[src/hdl/cms_pkg.sv]
/*
 * Shared constants for the four-bit core: widths, data memory map,
 * status bit positions, instruction fields, opcodes and sequencer states.
 * Assumes nothing of its surroundings; every design file but the ALU interface imports it whole.
 */
package cms_pkg;

   // Widths and depths.
   localparam int IP_W       = 9;
   localparam int DATA_W     = 4;
   localparam int INSTR_W    = 16;
   localparam int DADDR_W    = 7;
   localparam int GEN_DEPTH  = 16;
   localparam int PORT_COUNT = 4;
   localparam int PORT_PINS  = 16;

   // Program memory span and reset start address.
   localparam logic [8:0] RESET_ADDR = 9'h000;
   localparam logic [8:0] PROG_LAST  = 9'h1FF;
   localparam logic [8:0] IP_STEP    = 9'h001;

   // Data memory map: row 0 is the general register, row 7 holds ports.
   localparam logic [2:0] ROW_POINTER      = 3'h0;
   localparam logic [6:0] ADDR_PORT_BASE   = 7'h70;
   localparam logic [6:0] ADDR_STATUS_WORD = 7'h7E;
   localparam logic [6:0] ADDR_FLAG_NIBBLE = 7'h7F;

   // Reset values.
   localparam logic [3:0]  NIBBLE_RESET = 4'h0;
   localparam logic [15:0] PORT_RESET   = 16'h0000;
   localparam logic [15:0] OE_N_RESET   = 16'hFFFF;
   localparam logic        FLAG_RESET   = 1'b0;

   // Status bit positions.
   localparam int BIT_DECIMAL = 0;
   localparam int BIT_ZERO    = 1;
   localparam int BIT_CARRY   = 2;
   localparam int BIT_CMP     = 3;

   // Instruction fields.
   localparam int OPC_MSB   = 15;
   localparam int OPC_LSB   = 12;
   localparam int FORM_BIT  = 11;
   localparam int MADDR_MSB = 10;
   localparam int MADDR_LSB = 4;
   localparam int LOW_MSB   = 3;
   localparam int JUMP_MSB  = 8;

   // Opcodes.
   localparam logic [3:0] OP_ADD     = 4'h0;
   localparam logic [3:0] OP_ADDC    = 4'h1;
   localparam logic [3:0] OP_SUB     = 4'h2;
   localparam logic [3:0] OP_SUBC    = 4'h3;
   localparam logic [3:0] OP_OR      = 4'h4;
   localparam logic [3:0] OP_AND     = 4'h5;
   localparam logic [3:0] OP_XOR     = 4'h6;
   localparam logic [3:0] OP_LOAD    = 4'h7;
   localparam logic [3:0] OP_STORE   = 4'h8;
   localparam logic [3:0] OP_SKT     = 4'h9;
   localparam logic [3:0] OP_SKF     = 4'hA;
   localparam logic [3:0] OP_SKE     = 4'hB;
   localparam logic [3:0] OP_SKIP_IF_UNEQUAL_OP    = 4'hC;
   localparam logic [3:0] OP_SKORD   = 4'hD;
   localparam logic [3:0] OP_BRANCH  = 4'hE;
   localparam logic [3:0] OP_MISC    = 4'hF;

   // Decimal correction.
   localparam logic [4:0] BCD_LIMIT = 5'h09;
   localparam logic [4:0] BCD_ADJ   = 5'h06;

   typedef enum logic [2:0] {
      ST_FETCH = 3'b001,
      ST_LOAD  = 3'b010,
      ST_EXEC  = 3'b100
   } cms_state_type;

endpackage

[src/hdl/cms_alu_if.sv]
/*
 * Operand and result bundle between the core and its arithmetic unit.
 * Assumes the core drives operands and the unit answers combinationally.
 */
`timescale 1ns/100ps
interface cms_alu_if;
   logic [3:0] opA;
   logic [3:0] opB;
   logic       carryIn;
   logic       subtract;
   logic       decimal;
   logic [3:0] sum;
   logic       carryOut;

   modport core (output opA, output opB, output carryIn, output subtract,
                 output decimal, input sum, input carryOut);
   modport unit (input opA, input opB, input carryIn, input subtract,
                 input decimal, output sum, output carryOut);
endinterface

[src/hdl/cms_alu.sv]
/*
 * Four-bit adder and subtracter with a decimal correction stage.
 * Assumes operands are stable from the temporary registers of the core.
 */
`timescale 1ns/100ps
module cms_alu
   import cms_pkg::*;
(
   cms_alu_if.unit alu
);

   logic [4:0] addRaw;
   logic [4:0] subRaw;
   logic       addFix;
   logic [4:0] addOut;
   logic [4:0] subOut;

   // Raw binary sum and difference, one bit wider for carry or borrow.
   assign addRaw = {1'b0, alu.opA} + {1'b0, alu.opB} + {4'h0, alu.carryIn};
   assign subRaw = {1'b0, alu.opA} - {1'b0, alu.opB} - {4'h0, alu.carryIn};

   // Decimal correction is applied only when the decimal flag is set.
   assign addFix = alu.decimal && (addRaw > BCD_LIMIT);
   assign addOut = addFix ? 5'(addRaw + BCD_ADJ) : addRaw;
   assign subOut = (alu.decimal && subRaw[4]) ? 5'(subRaw - BCD_ADJ)
                                              : subRaw;

   // Carry is a carry on addition and a borrow on subtraction.
   assign alu.sum      = alu.subtract ? subOut[3:0] : addOut[3:0];
   assign alu.carryOut = alu.subtract ? subRaw[4] : (addRaw[4] || addFix);

endmodule

[src/hdl/cms_core.sv]
/*
 * Memory-side core of the four-bit controller: instruction pointer,
 * one-entry return stack, general register and data memory, port
 * registers and the status flags, with a three-phase sequencer.
 * Assumes program memory answers romData for romAddr within the cycle,
 * and that pin levels arrive asynchronously.
 */
`timescale 1ns/100ps

module cms_core
   import cms_pkg::*;
(
   input  wire logic                 mclk,
   input  wire logic                 rst,
   input  wire logic [INSTR_W-1:0]   romData,
   input  wire logic [PORT_PINS-1:0] pinLevel,
   output logic      [IP_W-1:0]      romAddr,
   output logic      [PORT_PINS-1:0] portOut,
   output logic      [PORT_PINS-1:0] portOutEnN
);

   cms_state_type        state_q;
   cms_state_type        state_d;
   logic [IP_W-1:0]      ip_q;
   logic [IP_W-1:0]      ip_d;
   logic [IP_W-1:0]      stack_q;
   logic [INSTR_W-1:0]   instr_q;
   logic [DATA_W-1:0]    tmpA_q;
   logic [DATA_W-1:0]    tmpB_q;
   logic                 skip_q;
   logic                 skip_d;
   logic [DATA_W-1:0]    genReg_q [GEN_DEPTH];
   logic [PORT_PINS-1:0] portReg_q;
   logic [PORT_PINS-1:0] outEnN_q;
   logic [PORT_PINS-1:0] pinMeta_q;
   logic [PORT_PINS-1:0] pinSync_q;
   logic                 decimal_q;
   logic                 cmpHold_q;
   logic                 carry_q;
   logic                 zero_q;
   logic                 decimal_d;
   logic                 cmpHold_d;
   logic                 carry_d;
   logic                 zero_d;

   cms_alu_if aluIf ();

   cms_alu u_alu (
      .alu (aluIf)
   );

   // Reads any data address: general register, pins, status nibbles.
   // status bit map
   function automatic logic [3:0] readNibble(input logic [6:0] addr);
      logic [3:0] val;
      val = NIBBLE_RESET;
      if (addr[6:4] == ROW_POINTER) begin
         val = genReg_q[addr[3:0]];
      end else if (addr[6:2] == ADDR_PORT_BASE[6:2]) begin
         val = pinSync_q[{addr[1:0], 2'h0} +: DATA_W];
      end else if (addr == ADDR_STATUS_WORD) begin
         val[BIT_DECIMAL] = decimal_q;
      end else if (addr == ADDR_FLAG_NIBBLE) begin
         val[BIT_CMP]   = cmpHold_q;
         val[BIT_CARRY] = carry_q;
         val[BIT_ZERO]  = zero_q;
      end
      return val;
   endfunction

   // Instruction fields and opcode classes of the latched instruction.
   logic [3:0]      opcode;
   logic            immForm;
   logic [6:0]      mAddr;
   logic [3:0]      lowField;
   logic [IP_W-1:0] jumpAddr;
   logic            isArith;
   logic            isLogic;
   logic            isLoad;
   logic            isStore;
   logic            isBitTest;
   logic            isCompare;
   logic            isJump;
   logic            isCall;
   logic            isReturn;
   logic            isRotate;
   logic            useImm;

   assign opcode    = instr_q[OPC_MSB:OPC_LSB];
   assign immForm   = instr_q[FORM_BIT];
   assign mAddr     = instr_q[MADDR_MSB:MADDR_LSB];
   assign lowField  = instr_q[LOW_MSB:0];
   assign jumpAddr  = instr_q[JUMP_MSB:0];
   assign isArith   = (opcode <= OP_SUBC);
   assign isLogic   = (opcode == OP_OR) || (opcode == OP_AND)
                      || (opcode == OP_XOR);
   assign isLoad    = (opcode == OP_LOAD);
   assign isStore   = (opcode == OP_STORE);
   assign isBitTest = (opcode == OP_SKT) || (opcode == OP_SKF);
   assign isCompare = (opcode == OP_SKE) || (opcode == OP_SKIP_IF_UNEQUAL_OP)
                      || (opcode == OP_SKORD);
   assign isJump    = (opcode == OP_BRANCH) && !immForm;
   assign isCall    = (opcode == OP_BRANCH) && immForm;
   assign isReturn  = (opcode == OP_MISC) && !immForm;
   assign isRotate  = (opcode == OP_MISC) && immForm;
   // Tests always take immediate data; store, branch and rotate never do.
   assign useImm    = isBitTest || isCompare
                      || (immForm && !isStore && (opcode < OP_BRANCH));

   logic [6:0] regAddr;
   logic [3:0] mValue;
   logic [3:0] rValue;
   assign regAddr = {ROW_POINTER, lowField};
   logic [3:0] statusRd;
   logic [3:0] flagRd;
   // A process, not an assign: the reads must follow storage changes too.
   always_comb begin
      mValue   = readNibble(mAddr);
      rValue   = readNibble(regAddr);
      statusRd = readNibble(ADDR_STATUS_WORD);
      flagRd   = readNibble(ADDR_FLAG_NIBBLE);
   end

   assign aluIf.opA      = tmpA_q;
   assign aluIf.opB      = tmpB_q;
   assign aluIf.carryIn  = opcode[0] && carry_q;
   assign aluIf.subtract = opcode[1];
   assign aluIf.decimal  = decimal_q;

   logic execNow;
   logic arithNow;
   logic resultZero;
   assign execNow    = (state_q == ST_EXEC) && !skip_q;
   assign arithNow   = execNow && isArith;
   assign resultZero = (aluIf.sum == NIBBLE_RESET);

   // Skip conditions; comparisons use plain binary magnitude.
   logic below;
   logic skipTaken;
   assign below = (tmpA_q < tmpB_q);
   always_comb begin
      case (opcode)
         OP_SKT:   skipTaken = ((tmpA_q & tmpB_q) == tmpB_q);
         OP_SKF:   skipTaken = ((tmpA_q & tmpB_q) == NIBBLE_RESET);
         OP_SKE:   skipTaken = (tmpA_q == tmpB_q);
         OP_SKIP_IF_UNEQUAL_OP:  skipTaken = (tmpA_q != tmpB_q);
         OP_SKORD: skipTaken = immForm ? below : !below;
         default:  skipTaken = 1'b0;
      endcase
   end

   logic            memWe;
   logic [6:0]      wrAddr;
   logic [3:0]      wrData;
   logic            wrGen;
   logic            wrPort;
   logic            wrStatus;
   logic            wrFlags;
   assign memWe  = execNow && ((isArith && !cmpHold_q) || isLogic
                   || isLoad || isStore || isRotate);
   assign wrAddr = (useImm || isStore) ? mAddr : regAddr;
   always_comb begin
      case (opcode)
         OP_OR:    wrData = tmpA_q | tmpB_q;
         OP_AND:   wrData = tmpA_q & tmpB_q;
         OP_XOR:   wrData = tmpA_q ^ tmpB_q;
         OP_LOAD:  wrData = tmpB_q;
         OP_STORE: wrData = tmpA_q;
         OP_MISC:  wrData = {carry_q, tmpA_q[3:1]};
         default:  wrData = aluIf.sum;
      endcase
   end
   assign wrGen    = memWe && (wrAddr[6:4] == ROW_POINTER);
   assign wrPort   = memWe && (wrAddr[6:2] == ADDR_PORT_BASE[6:2]);
   assign wrStatus = memWe && (wrAddr == ADDR_STATUS_WORD);
   assign wrFlags  = memWe && (wrAddr == ADDR_FLAG_NIBBLE);

   // carry kept on compares
   // Flag updates from the operation win over a store to the same nibble.
   always_comb begin
      carry_d   = carry_q;
      zero_d    = zero_q;
      cmpHold_d = cmpHold_q;
      decimal_d = decimal_q;
      if (wrFlags) begin
         carry_d   = wrData[BIT_CARRY];
         zero_d    = wrData[BIT_ZERO];
         cmpHold_d = wrData[BIT_CMP];
      end
      if (wrStatus) begin
         decimal_d = wrData[BIT_DECIMAL];
      end
      if (arithNow) begin
         carry_d = aluIf.carryOut;
         zero_d  = resultZero ? (cmpHold_q ? zero_q : 1'b1) : 1'b0;
      end
      if (execNow && isRotate) begin
         carry_d = tmpA_q[0];
      end
      if (execNow && isBitTest) begin
         cmpHold_d = 1'b0;
      end
   end

   always_comb begin
      ip_d = ip_q;
      if (state_q == ST_EXEC) begin
         if (execNow && (isJump || isCall)) begin
            ip_d = jumpAddr;
         end else if (execNow && isReturn) begin
            ip_d = stack_q;
         end else begin
            ip_d = IP_W'(ip_q + IP_STEP);
         end
      end
   end
   assign skip_d = (state_q == ST_EXEC)
                   ? (execNow && (isBitTest || isCompare) && skipTaken)
                   : skip_q;

   // Sequencer: fetch, latch operands, execute.
   always_comb begin
      case (state_q)
         ST_FETCH: state_d = ST_LOAD;
         ST_LOAD:  state_d = ST_EXEC;
         ST_EXEC:  state_d = ST_FETCH;
         default:  state_d = ST_FETCH;
      endcase
   end

   always_ff @(posedge mclk or posedge rst) begin
      if (rst) begin
         state_q <= ST_FETCH;
         ip_q    <= RESET_ADDR;
         skip_q  <= FLAG_RESET;
      end else begin
         state_q <= state_d;
         ip_q    <= ip_d;
         skip_q  <= skip_d;
      end
   end

   always_ff @(posedge mclk or posedge rst) begin
      if (rst) begin
         stack_q <= RESET_ADDR;
      end else if (execNow && isCall) begin
         stack_q <= IP_W'(ip_q + IP_STEP);
      end
   end

   always_ff @(posedge mclk or posedge rst) begin
      if (rst) begin
         instr_q <= '0;
         tmpA_q  <= NIBBLE_RESET;
         tmpB_q  <= NIBBLE_RESET;
      end else if (state_q == ST_FETCH) begin
         instr_q <= romData;
      end else if (state_q == ST_LOAD) begin
         tmpA_q <= useImm ? mValue : rValue;
         tmpB_q <= useImm ? lowField : mValue;
      end
   end

   // General register storage; cleared so reads are defined after reset.
   always_ff @(posedge mclk or posedge rst) begin
      if (rst) begin
         for (int i = 0; i < GEN_DEPTH; i++) begin
            genReg_q[i] <= NIBBLE_RESET;
         end
      end else if (wrGen) begin
         genReg_q[wrAddr[3:0]] <= wrData;
      end
   end

   always_ff @(posedge mclk or posedge rst) begin
      if (rst) begin
         portReg_q <= PORT_RESET;
         outEnN_q  <= OE_N_RESET;
      end else if (wrPort) begin
         portReg_q[{wrAddr[1:0], 2'h0} +: DATA_W] <= wrData;
         outEnN_q[{wrAddr[1:0], 2'h0} +: DATA_W]  <= NIBBLE_RESET;
      end
   end

   // synchronised pin levels
   // Two stages because pins change with no regard to mclk.
   always_ff @(posedge mclk or posedge rst) begin
      if (rst) begin
         pinMeta_q <= PORT_RESET;
         pinSync_q <= PORT_RESET;
      end else begin
         pinMeta_q <= pinLevel;
         pinSync_q <= pinMeta_q;
      end
   end

   always_ff @(posedge mclk or posedge rst) begin
      if (rst) begin
         decimal_q <= FLAG_RESET;
         cmpHold_q <= FLAG_RESET;
         carry_q   <= FLAG_RESET;
         zero_q    <= FLAG_RESET;
      end else begin
         decimal_q <= decimal_d;
         cmpHold_q <= cmpHold_d;
         carry_q   <= carry_d;
         zero_q    <= zero_d;
      end
   end

   assign romAddr    = ip_q;
   assign portOut    = portReg_q;
   assign portOutEnN = outEnN_q;
endmodule

[config.mk]
export PLATFORM = sky130hd
export DESIGN_NAME = cms_core
export DESIGN_NICKNAME = d
export VERILOG_FILES = /design/src/hdl/cms_pkg.sv /design/src/hdl/cms_alu_if.sv /design/src/hdl/cms_alu.sv /design/src/hdl/cms_core.sv
export SDC_FILE = /design/constraint.sdc
export NUM_CORES = 1
export LEC_CHECK = 0
export ABC_CLOCK_PERIOD_IN_PS = 7420
export BUFFER_PORTS_ARGS = -buffer_cell sky130_fd_sc_hd__buf_4
export CORE_MARGIN = 1.5
export CORE_UTILIZATION = 52
export CTS_CLUSTER_DIAMETER = 60
export DETAILED_ROUTE_END_ITERATION = 6
export HOLD_SLACK_MARGIN = 0.03
export PLACE_DENSITY = 0.83
export REMOVE_ABC_BUFFERS = 1
export SLEW_MARGIN = 20
export SYNTH_ARGS = -nofsm -noshare
export SYNTH_HDL_FRONTEND = slang
export SYNTH_SLANG_ARGS = --single-unit
[constraint.sdc]
create_clock -name mclk -period 7.42 [get_ports mclk]
set_clock_uncertainty 0.2 [all_clocks]
set_input_delay 1.484 -clock mclk [delete_from_list [all_inputs] [get_ports mclk]]
set_output_delay 1.484 -clock mclk [all_outputs]
set_load 0.01 [all_outputs]
# Word-level counts from Yosys, hierarchy flattened
# Index checks and enable logic that the tools add are counted.
[totals] regBits=178 output_inout_bits=41
[classes] bitwise_logic=7 shifts=4 n_mux=38 order_cmp=8 reduce_logical=53 add_sub_neg=8 eq_ne=25
[op_table] operator="64-bit bitwise mux" count=1
[op_table] operator="4-bit 2-to-1 mux" count=12
[op_table] operator="4-bit binary-select mux with 4-bit select" count=2
[op_table] operator="16-bit bitwise mux" count=2
[op_table] operator="4-bit == test, second input constant" count=8
[op_table] operator="7-bit == test, second input constant" count=4
[op_table] operator="1-bit logical AND" count=25
[op_table] operator="4-bit one-hot mux with 6 select lines" count=1
[op_table] operator="9-bit 2-to-1 mux" count=2
[op_table] operator="4-bit demux with 4-bit select" count=1
[op_table] operator="4-bit by 3-bit == test with 1-bit output, second input constant" count=4
[op_table] operator="4-bit by 6-bit variable shift with 16-bit output, first input constant" count=1
[op_table] operator="16-bit by 5-bit variable part select with 4-bit output" count=1
[op_table] operator="4-bit by 6-bit variable part select with 16-bit output" count=1
[op_table] operator="4-bit by 6-bit variable part select with 16-bit output, first input constant" count=1
[op_table] operator="5-bit greater-or-equal comparator, second input constant" count=3
[op_table] operator="4-bit inverter with 5-bit output" count=3
[op_table] operator="1-bit logical OR" count=14
[op_table] operator="1-bit 2-to-1 mux" count=12
[op_table] operator="5-bit == test, second input constant" count=2
[op_table] operator="9-bit by 1-bit adder with 9-bit output, second input constant" count=1
[op_table] operator="4-bit == test" count=2
[op_table] operator="4-bit logical NOT" count=2
[op_table] operator="7-bit 2-to-1 mux" count=1
[op_table] operator="other kinds (29)" count=37

# Logic depth before layout (Yosys ltp)
# Gate-level depths: netlist of the first run.
[depth] word_depth=13 depth_mapped=16

# By module
# A second synthesis of the first run with hierarchy kept.
[unflattened] cells_unflattened=825 area_unflattened_um2=9151.3
[modules_own_cells] mod="cms_core" area_per_inst_um2=8510.7 cells_each=744 instances=1
[modules_own_cells] mod="cms_alu" area_per_inst_um2=640.6 cells_each=81 instances=1

# Worst setup path after synthesis of the first run
# Ideal clock, no wire load.
[synth_timing] path_type="register -> register" start="reg instr_q[12]" end="reg genReg_q[5] (netlist name)" period_less_slack_ps=3911 path_slack_ps=3509 required_time_ps=7092 path_stages_with_launch=17 arrival_ps=3583 path_cell_list="dfrtp_1 -> buf_1 -> clkbuf_1 -> nand2_1 -> inv_1 -> fa_1 -> fa_1 -> xnor2_1 -> ha_1 -> nand2_1 -> a22oi_1 -> a31oi_1 -> o21ai_1 -> a31oi_1 -> a21o_1 -> buf_2 -> mux2_1"
[synth_via] elab_chain_cells=13 elab_cells_between_ends=53 classes_between="add/sub: 4; order compare: 5; eq/ne: 11; mux: 8; bitwise: 1; reduce/logical: 24"
[synth_lines] element="start: declaration" line_no="cms_core.sv:27" rtl="logic [INSTR_W-1:0] instr_q;"
[synth_lines] element="start signal: assignment" line_no="cms_core.sv:257" rtl="instr_q <= romData;"
[synth_lines] element="branches (longest 13 deep; another with 5-bit by 1-bit adder with 5-bit output)"
[synth_lines] element="end signal: indexed assignment" line_no="cms_core.sv:271" rtl="genReg_q[wrAddr[3:0]] <= wrData;"
[synth_lines] element="end: declaration" line_no="cms_core.sv:32" rtl="logic [DATA_W-1:0] genReg_q [GEN_DEPTH];"
# Parallel ways; which one is timed is not known.
# A chain may end at the register's enable or synchronous reset.

# Final worst setup path of the first run
[layout_timing] start="reg instr_q[12]" end="reg genReg_q[13] (netlist name)"
# The elaborated chain is that of the path after synthesis.

==> impl.org, run 1 <==
** Status
- Status :: completed

** Cells and area
- Leading cell type in the layout, fill and taps excluded :: sky130_fd_sc_hd__dfrtp_1
- Area Growth Syn to Fin :: 13.1%
- Cells with a size suffix above 1 make up 28.4% of the layout.
- Cells fill 60.0% of the core in the end.
- At the end of the flow, the number of nets in the layout was 917.
- Number of antenna repair diodes :: 0
- Commonest non-fill, non-tap cells in the layout :: sky130_fd_sc_hd__dfrtp_1 (161), sky130_fd_sc_hd__nand2_1 (84), sky130_fd_sc_hd__buf_4 (79), sky130_fd_sc_hd__o21ai_0 (47), sky130_fd_sc_hd__mux2_2 (46)

** Timing
- Finish-stage setup viols :: 0
- After routing, the total negative slack on setup checks comes to 0 ns.
- Achievable Freq :: 232 MHz
- Hold is met by 0.149 ns.
- Pins Over Slew Limit :: 0
- At the pin with the least slew margin, the transition time is 1.02 ns.
- Number of hold-slack violations in the final timing report :: 0
- In this run the tightest slew margin relative to its limit is 32.3%.
- Minimum clock period after layout :: 4.31 ns
- Setup repair after global routing missed its margin :: no
- The worst path uses 58.1% of the clock period.

** Synth
- After synthesis the netlist holds a flip-flop and latch count of 166.
- The synthesized netlist contains 71 unique library cells.
- After technology mapping, the gate count stands at 805.
- Sequential cells were found to cover 45.3% of the synthesized design area.
- Area of the mapped netlist :: 9170 µm²
- Sorting the synthesized cells by area gives the leading types as sky130_fd_sc_hd__dfrtp_1 (44%), sky130_fd_sc_hd__mux4_2 (9.3%), sky130_fd_sc_hd__mux2_2 (5.6%), sky130_fd_sc_hd__ha_1 (4.0%), sky130_fd_sc_hd__nand2_1 (3.4%).
- Of all cell types, the one taking the most synthesized area is sky130_fd_sc_hd__dfrtp_1.
- Warning count from the yosys run :: 0
- Post-Syn Area per Cell :: 11.4 µm²
- Area share of the largest cell type after synthesis :: 43.9%
- Among all flip-flop cells after synthesis, the most frequent one is sky130_fd_sc_hd__dfrtp_1.
- Async set-reset flop share out of synthesis :: 100%
- Post-synth EDFFs :: 0

** Worst setup path
- STA puts the critical path data required time at 7.59 ns.
- Maximum fanout along the worst path :: 21
- For the worst setup path, the data arrival time is 4.48 ns.
- CP bufs+invs :: 1
- Traced cell by cell, the critical path runs through nand2_1, inv_1, fa_1, fa_1, xnor2_1, ha_1, nand2_1, a22oi_1, a31o_1, nand3_1, a31oi_1, a21o_1, mux2_2.
- Dominant delay contributor by cell family on the critical path :: compound AO/OA/AOI/OAI gates
- Delay of the slowest critical-path stage :: 0.64 ns
- The worst register-to-register path begins at instr_q[12]$_DFFE_PP0N_.
- The worst register-to-register path has a depth of 13.
- In this run the number of cells on the critical path is 13.
- Endpoint of the most critical register-to-register path :: genReg_q[13]$_DFFE_PP0P_
- Worst-path cell with the longest stage delay :: sky130_fd_sc_hd__dfrtp_1
- STA classifies the critical path startpoint as a flop.
- Across all register-to-register paths, the minimum setup slack is 3.11 ns.
- STA classifies the critical path endpoint as a flop.
- The worst setup path is of the reg -> reg kind.

** Clock network
- For this design, the CTS-stage hold fixing added 0 buffers.
- Clock buffers created by TritonCTS :: 17
- Clock tree sinks :: 166
- Maximum clock path buffer count :: 2
- CTS root buffer :: sky130_fd_sc_hd__clkbuf_16
- Setup repair bufs after CTS :: 0
- After clock tree synthesis, the repair step resized 0 gates.
- For the worst-skew pair, the clock arrives at the later sink with an insertion delay of 0.44 ns.
- Maximum level of the CTS H-tree :: 4
- After clock tree synthesis, the clock-pin slew on the worst setup and hold paths is 0.07 ns.
- Clock tree from TritonCTS :: yes

** Route
- Detailed Routing Iterations Pass 1 :: 7
- Total wire length :: 21.7 mm
- Post-route antenna net violation count :: 0
- In the routed design, unresolved DRC markers number 0.
- In the routed layout, each cell is associated on average with a via count of 6.12.
- The first routing iteration left 627 violations.
- The routed layout has 6655 vias.
- Dividing the detail-routed wire length by the instance count gives 20.0 µm.

** Min path
- The tightest min-delay check is of the reg -> reg type.
- Worst hold path startpoint :: pinMeta_q[15]$_DFF_PP0_
- Hold-critical path endpoint :: pinSync_q[15]$_DFF_PP0_
- The worst hold path was traced through 0 stages.

** Global route
- Pin count of the biggest net entering global routing :: 102
- The via count of the first global-routing pass is 6592.
- The number of antenna violations at the first check in global routing was 0.
- In the global route stage, overall resource usage came out at 25.2%.
- Global-route wire length before repair :: 35.0 mm
- Summed over all layers, the global routing overflow is 0.

** Floorplan
- Die area :: 18400 µm²
- Effective utilization at floorplan :: 53.0%
- The core region is 17300 µm².
- The die is 136 µm wide.
- 75 I/O pins were placed.
- Placement Rows :: 48
- The die is 136 µm tall.

** Power
- In this run the static leakage power is 4.68 nW.
- Total power per unit cell area :: 263 nW/µm²
- The worst-case IR drop observed on VDD is 187 µV.

** Place
- Final estimated routing congestion in global placement :: 0.885
- Detailed placer's ending HPWL :: 15.0 mm
- Port buffering added 74 buffers.

** Job
- Number of max-cap violations :: 0
-- per-layer routing --
layer | track usage [%] | wire (µm) | vias up
met4 | 10.6 | 746 | 0
li1 | - | - | 2979
met5 | 0 | 0 | -
met2 | 39.4 | 10300 | 284
met1 | 33.3 | 9110 | 3316
met3 | 6.71 | 1560 | 76
-- metrics by stage --
stage / instances / cell area (µm²) / power [mW] / setup slack [ns]
final: 1088 / 10400 / 2.73 / 3.11
after global placement: 1056 / 9780 / 1.80 / 3.37
after floorplan: 752 / 8900 / 1.63 / 1.25
after detailed placement: 1056 / 9780 / 1.83 / 3.21
after global routing: 1088 / 10400 / 2.86 / 2.75
after CTS: 1088 / 10400 / 2.73 / 3.18
-- flip-flops by register name, indices dropped and copies added, names as in the netlist, 3 cells and up --
register	count
aluIf.opB	4
romAddr	9
aluIf.opA	4
state_q	3
portOut	16
pinMeta_q	16
pinSync_q	16
instr_q	16
genReg_q	64
stack_q	9
portOutEnN	4
-- cell usage after synthesis, drive strengths merged, types with 3 or more instances --
master,number
and2,8
o21bai,3
nor3,11
nor2b,8
xor2,4
mux4,38
o21ai,59
ha,29
a31oi,11
nor2,61
inv,30
or3,3
a21o,8
dfrtp,161
mux2,72
nor4,7
a211oi,11
fa,4
o221a,4
nor3b,5
dfstp,5
a21oi,40
xnor2,10
o31ai,4
o22ai,4
nand3,16
mux2i,9
clkbuf,19
nand2,89
a22o,10
buf,34
-- layout make-up --
type / count / area, µm²
well taps: 225 / 282
clock inverters: 14 / 154
fillers: 1344 / 6920
repair buffers: 79 / 593
multi-input cells: 556 / 4630
clock buffers: 18 / 439
flip-flops and latches: 166 / 4160
inverters: 30 / 118
-- worst max path at each step --
stage / startpoint / endpoint
after floorplan: rst / aluIf.decimal$_DFFE_PP0P_
after global placement: instr_q[12]$_DFFE_PP0N_ / genReg_q[38]$_DFFE_PP0P_
after detailed placement: instr_q[12]$_DFFE_PP0N_ / genReg_q[54]$_DFFE_PP0P_
after CTS: instr_q[12]$_DFFE_PP0N_ / genReg_q[50]$_DFFE_PP0P_
after global routing: instr_q[12]$_DFFE_PP0N_ / genReg_q[38]$_DFFE_PP0P_
final: instr_q[12]$_DFFE_PP0N_ / genReg_q[13]$_DFFE_PP0P_
-- cells by family after synthesis --
kind of cell / after synthesis / synth area share, %
AOI/OAI and AO/OA: 170 / 12.1
DFF: 166 / 45.3
muxes: 119 / 19.4
xor gates and xnor gates: 14 / 1.34
adders and majority gates: 33 / 4.83
buffers and inverters: 83 / 4.26
and+or+nand+nor: 220 / 12.8
-- power breakdown --
| group | internal (mW) | total (mW) | switching [mW] | leakage [nW] |
|---|---|---|---|---|
| Clock | 0.488 | 0.889 | 0.402 | 0.293 |
| Combinational | 0.324 | 0.663 | 0.339 | 2.27 |
| Sequential | 1.03 | 1.18 | 0.141 | 2.12 |
| Total | 1.85 | 2.73 | 0.881 | 4.68 |
Power figures use the tool's default switching activity.
==> run 2: changes to the inputs <==
- ABC_CLOCK_PERIOD_IN_PS: 7420 -> 3900
- PLACE_DENSITY: 0.83 -> 0.86
- clock period: 7.42 -> 3.9 ns (I/O delays scaled with it)
==> impl.org, run 2 (same netlist as run 1, synthesis figures left out) <==
** Clock network
- The clock latency reported for the late side of the worst-skew pair was 0.44 ns (about the same).
- TritonCTS built the clock tree.
- The number of buffers on the longest clock path came to 2 (unchanged).
- Clock buffers created by TritonCTS :: 17 (unchanged)
- The total number of H-tree levels is 4 (unchanged).
- The total clock sinks came to 166 (unchanged).
- CTS root buffer :: sky130_fd_sc_hd__clkbuf_16
- The post-CTS clock slew at the launch and capture registers of the worst setup and hold paths came to 0.06 ns (about the same).

** Route
- Post-route antenna net violation count :: 0 (unchanged)
- The average wire per cell in the routed design was 20.3 µm (+1.8%).
- Vias :: 6870 (+3.2%)
- Routed via count divided by cell count :: 6.21 (+1.6%)
- The wire length reported by the detailed router came to 22.5 mm (+3.5%).
- Drt drc :: 0 (unchanged)
- The count of TritonRoute iterations in the first routing pass is 5 (-2).
- Number of DRC markers in iteration 0 :: 634 (+1.1%)

** Place
- The routability congestion estimate was 0.917 (+3.6%).
- Port bufs :: 74 (unchanged)
- Detailed placer's ending HPWL :: 15.8 mm (+5.7%)

** Timing
- The slew at the pin with the worst max-slew slack came to 0.948 ns (-0.0676 ns).
- Finish-stage setup viols :: 0 (unchanged)
- Setup repair after global routing missed its margin :: no
- The final total negative setup slack came to 0 ns (unchanged).
- Minimum clock period after layout :: 3.73 ns (-0.580 ns)
- Portion of the clock cycle consumed by the worst path in the final layout :: 95.6% (+38 points)
- The worst hold slack across all endpoints came to 0.149 ns (+0.0000810 ns).
- The maximum clock rate came to 268 MHz (+16%).
- The number of hold violations in the final report came to 0 (unchanged).
- The max-slew headroom at the worst pin is 36.4% (+4.1 points).
- Pins Over Slew Limit :: 0 (unchanged)

** Worst setup path
- Crit path capture type :: flop
- The worst setup path is launched from a flop.
- In this run the worst setup path begins at carry_q$_DFFE_PP0P_.
- Crit path kind :: reg -> reg
- Worst path required time :: 4.02 ns (-3.57 ns)
- Data arrival, critical path :: 3.84 ns (-0.64 ns)
- Maximum fanout along the worst path :: 14 (-33%)
- R2R Path Start :: carry_q$_DFFE_PP0P_

** Job
- Number of max-cap violations :: 0 (unchanged)

** Cells and area
- Number of antenna repair diodes :: 0 (unchanged)
- The fraction of layout cells with a size suffix above 1 came to 30.3% (+1.9 points).
- The fill cell total of the finished layout is 1320 (-1.8%).
- The fraction of the core area covered by cells at the end of the flow came to 61.3% (+1.4 points).
- The register with the most flip-flops in the final layout is genReg_q.
- The number of flip-flops in the largest register was 64 (unchanged).
- Area Growth Syn to Fin :: 15.6%
- Count of nets after finishing :: 935 (+2.0%)
- Leading cell type in the layout, fill and taps excluded :: sky130_fd_sc_hd__dfrtp_1
- The top cell types in the final layout, fill and taps aside, are sky130_fd_sc_hd__dfrtp_1 (161), sky130_fd_sc_hd__buf_4 (95), sky130_fd_sc_hd__nand2_1 (84), sky130_fd_sc_hd__o21ai_0 (47), sky130_fd_sc_hd__mux2_2 (46).

** Floorplan
- Placement Rows :: 48 (unchanged)
- Total core area :: 17300 µm² (unchanged)
- The overall die width was 136 µm (unchanged).
- Die area :: 18400 µm² (unchanged)
- The effective utilization at floorplan came to 53.0% (unchanged).
- The I/O pin count came to 75 (unchanged).
- The die height is 136 µm (unchanged).

** Global route
- Global route overflow :: 0 (unchanged)
- The number of antenna violations at the first check in global routing is 0 (unchanged).
- Gr usage total :: 25.4% (+0.26 points)
- Via count of the first global-routing pass :: 6772 (+2.7%)
- The global-route wire length before repair was 35.7 mm (+1.9%).
- Pin count of the biggest net entering global routing :: 89 (-13%)

** Power
- Peak supply drop :: 362 µV (+94%)
- Total power per unit cell area :: 509 nW/µm² (+94%)
- Static leakage power :: 4.79 nW (+2.4%)

** Status
- Status :: completed

** Min path
- In this run the most critical hold path is launched from pinMeta_q[9]$_DFF_PP0_.
- The path class of the tightest hold or removal check is reg -> reg.
## run 2: cell types whose count changed in the layout (fill, tap and decap cells not counted), moves of 2 or more
cell / before / now
sky130_fd_sc_hd__buf_4: 79 / 95
sky130_fd_sc_hd__inv_8: 6 / 1
sky130_fd_sc_hd__bufinv_16: 1 / 4
sky130_fd_sc_hd__buf_12: 0 / 2
sky130_fd_sc_hd__clkbuf_1: 0 / 2
sky130_fd_sc_hd__clkinv_4: 2 / 0
sky130_fd_sc_hd__inv_6: 4 / 6
## run 2: layer usage
metal	up-vias	wire [µm]	global-route usage (%)
met3	67	1660	6.11
met5	-	0	0
met1	3429	8890	32.5
met4	0	828	11.1
li1	3021	-	-
met2	353	11100	41.4
## run 2: what timing repair did
item / CTS / global route
endpoints found under the hold margin: 0 / 0
resized for setup: 1 / 6
setup buffers: 0 / 1
endpoints found under the setup margin: 14 / 61
hold buffers: 0 / 0
pin swaps: 0 / 1
## run 2: final cells by class
type	count	area, µm²	area share, %
multi-input cells	556	4660	43.9
well taps	225	282	2.65
repair buffers	97	753	7.10
flip-flops and latches	166	4160	39.2
inverters	30	118	1.11
clock inverters	12	190	1.79
clock buffers	20	447	4.21
## run 2: final timing paths
| path | cells after the start | slack, ns | end |
|---|---|---|---|
| min in group asynchronous | 2 | 0.28 | pinMeta_q[0]$_DFF_PP0_ |
| min reg2reg | 0 | 0.15 | pinSync_q[9]$_DFF_PP0_ |
| min | 0 | 0.15 | pinSync_q[9]$_DFF_PP0_ |
| max reg2reg | 13 | 0.17 | genReg_q[5]$_DFFE_PP0P_ |
| max in group asynchronous | 3 | 2.44 | state_q[0]$_DFF_PP1_ |
| max | 13 | 0.17 | genReg_q[5]$_DFFE_PP0P_ |
## run 2: power breakdown
group	switching [mW]	leakage, nW	internal (mW)
Clock	0.722	0.305	1.10
Sequential	0.249	2.12	1.97
Combinational	0.702	2.37	0.657
## run 2: worst max-delay path, stage by stage, from the launching register on
cell and delay (ns):
sky130_fd_sc_hd__dfrtp_1 0.41, sky130_fd_sc_hd__nand2_1 0.12, sky130_fd_sc_hd__inv_1 0.07, sky130_fd_sc_hd__fa_1 0.40
sky130_fd_sc_hd__fa_1 0.45, sky130_fd_sc_hd__xnor2_2 0.27, sky130_fd_sc_hd__ha_1 0.21, sky130_fd_sc_hd__nand2_1 0.05
sky130_fd_sc_hd__a22oi_1 0.23, sky130_fd_sc_hd__a31oi_1 0.16, sky130_fd_sc_hd__o21ai_1 0.20, sky130_fd_sc_hd__a31oi_2 0.18
sky130_fd_sc_hd__a21o_4 0.33, sky130_fd_sc_hd__mux2_1 0.31
## run 2: stage by stage
| step | power, mW | setup WS [ns] | cell area [µm²] | std cells |
|---|---|---|---|---|
| floorplan | 3.10 | -1.56 | 8900 | 752 |
| global placement | 3.48 | 0.139 | 9930 | 1073 |
| detailed placement | 3.55 | -0.0144 | 9930 | 1073 |
| CTS | 5.37 | 0.0168 | 10600 | 1105 |
| global route | 5.64 | 0.0445 | 10600 | 1106 |
| finish | 5.40 | 0.172 | 10600 | 1106 |
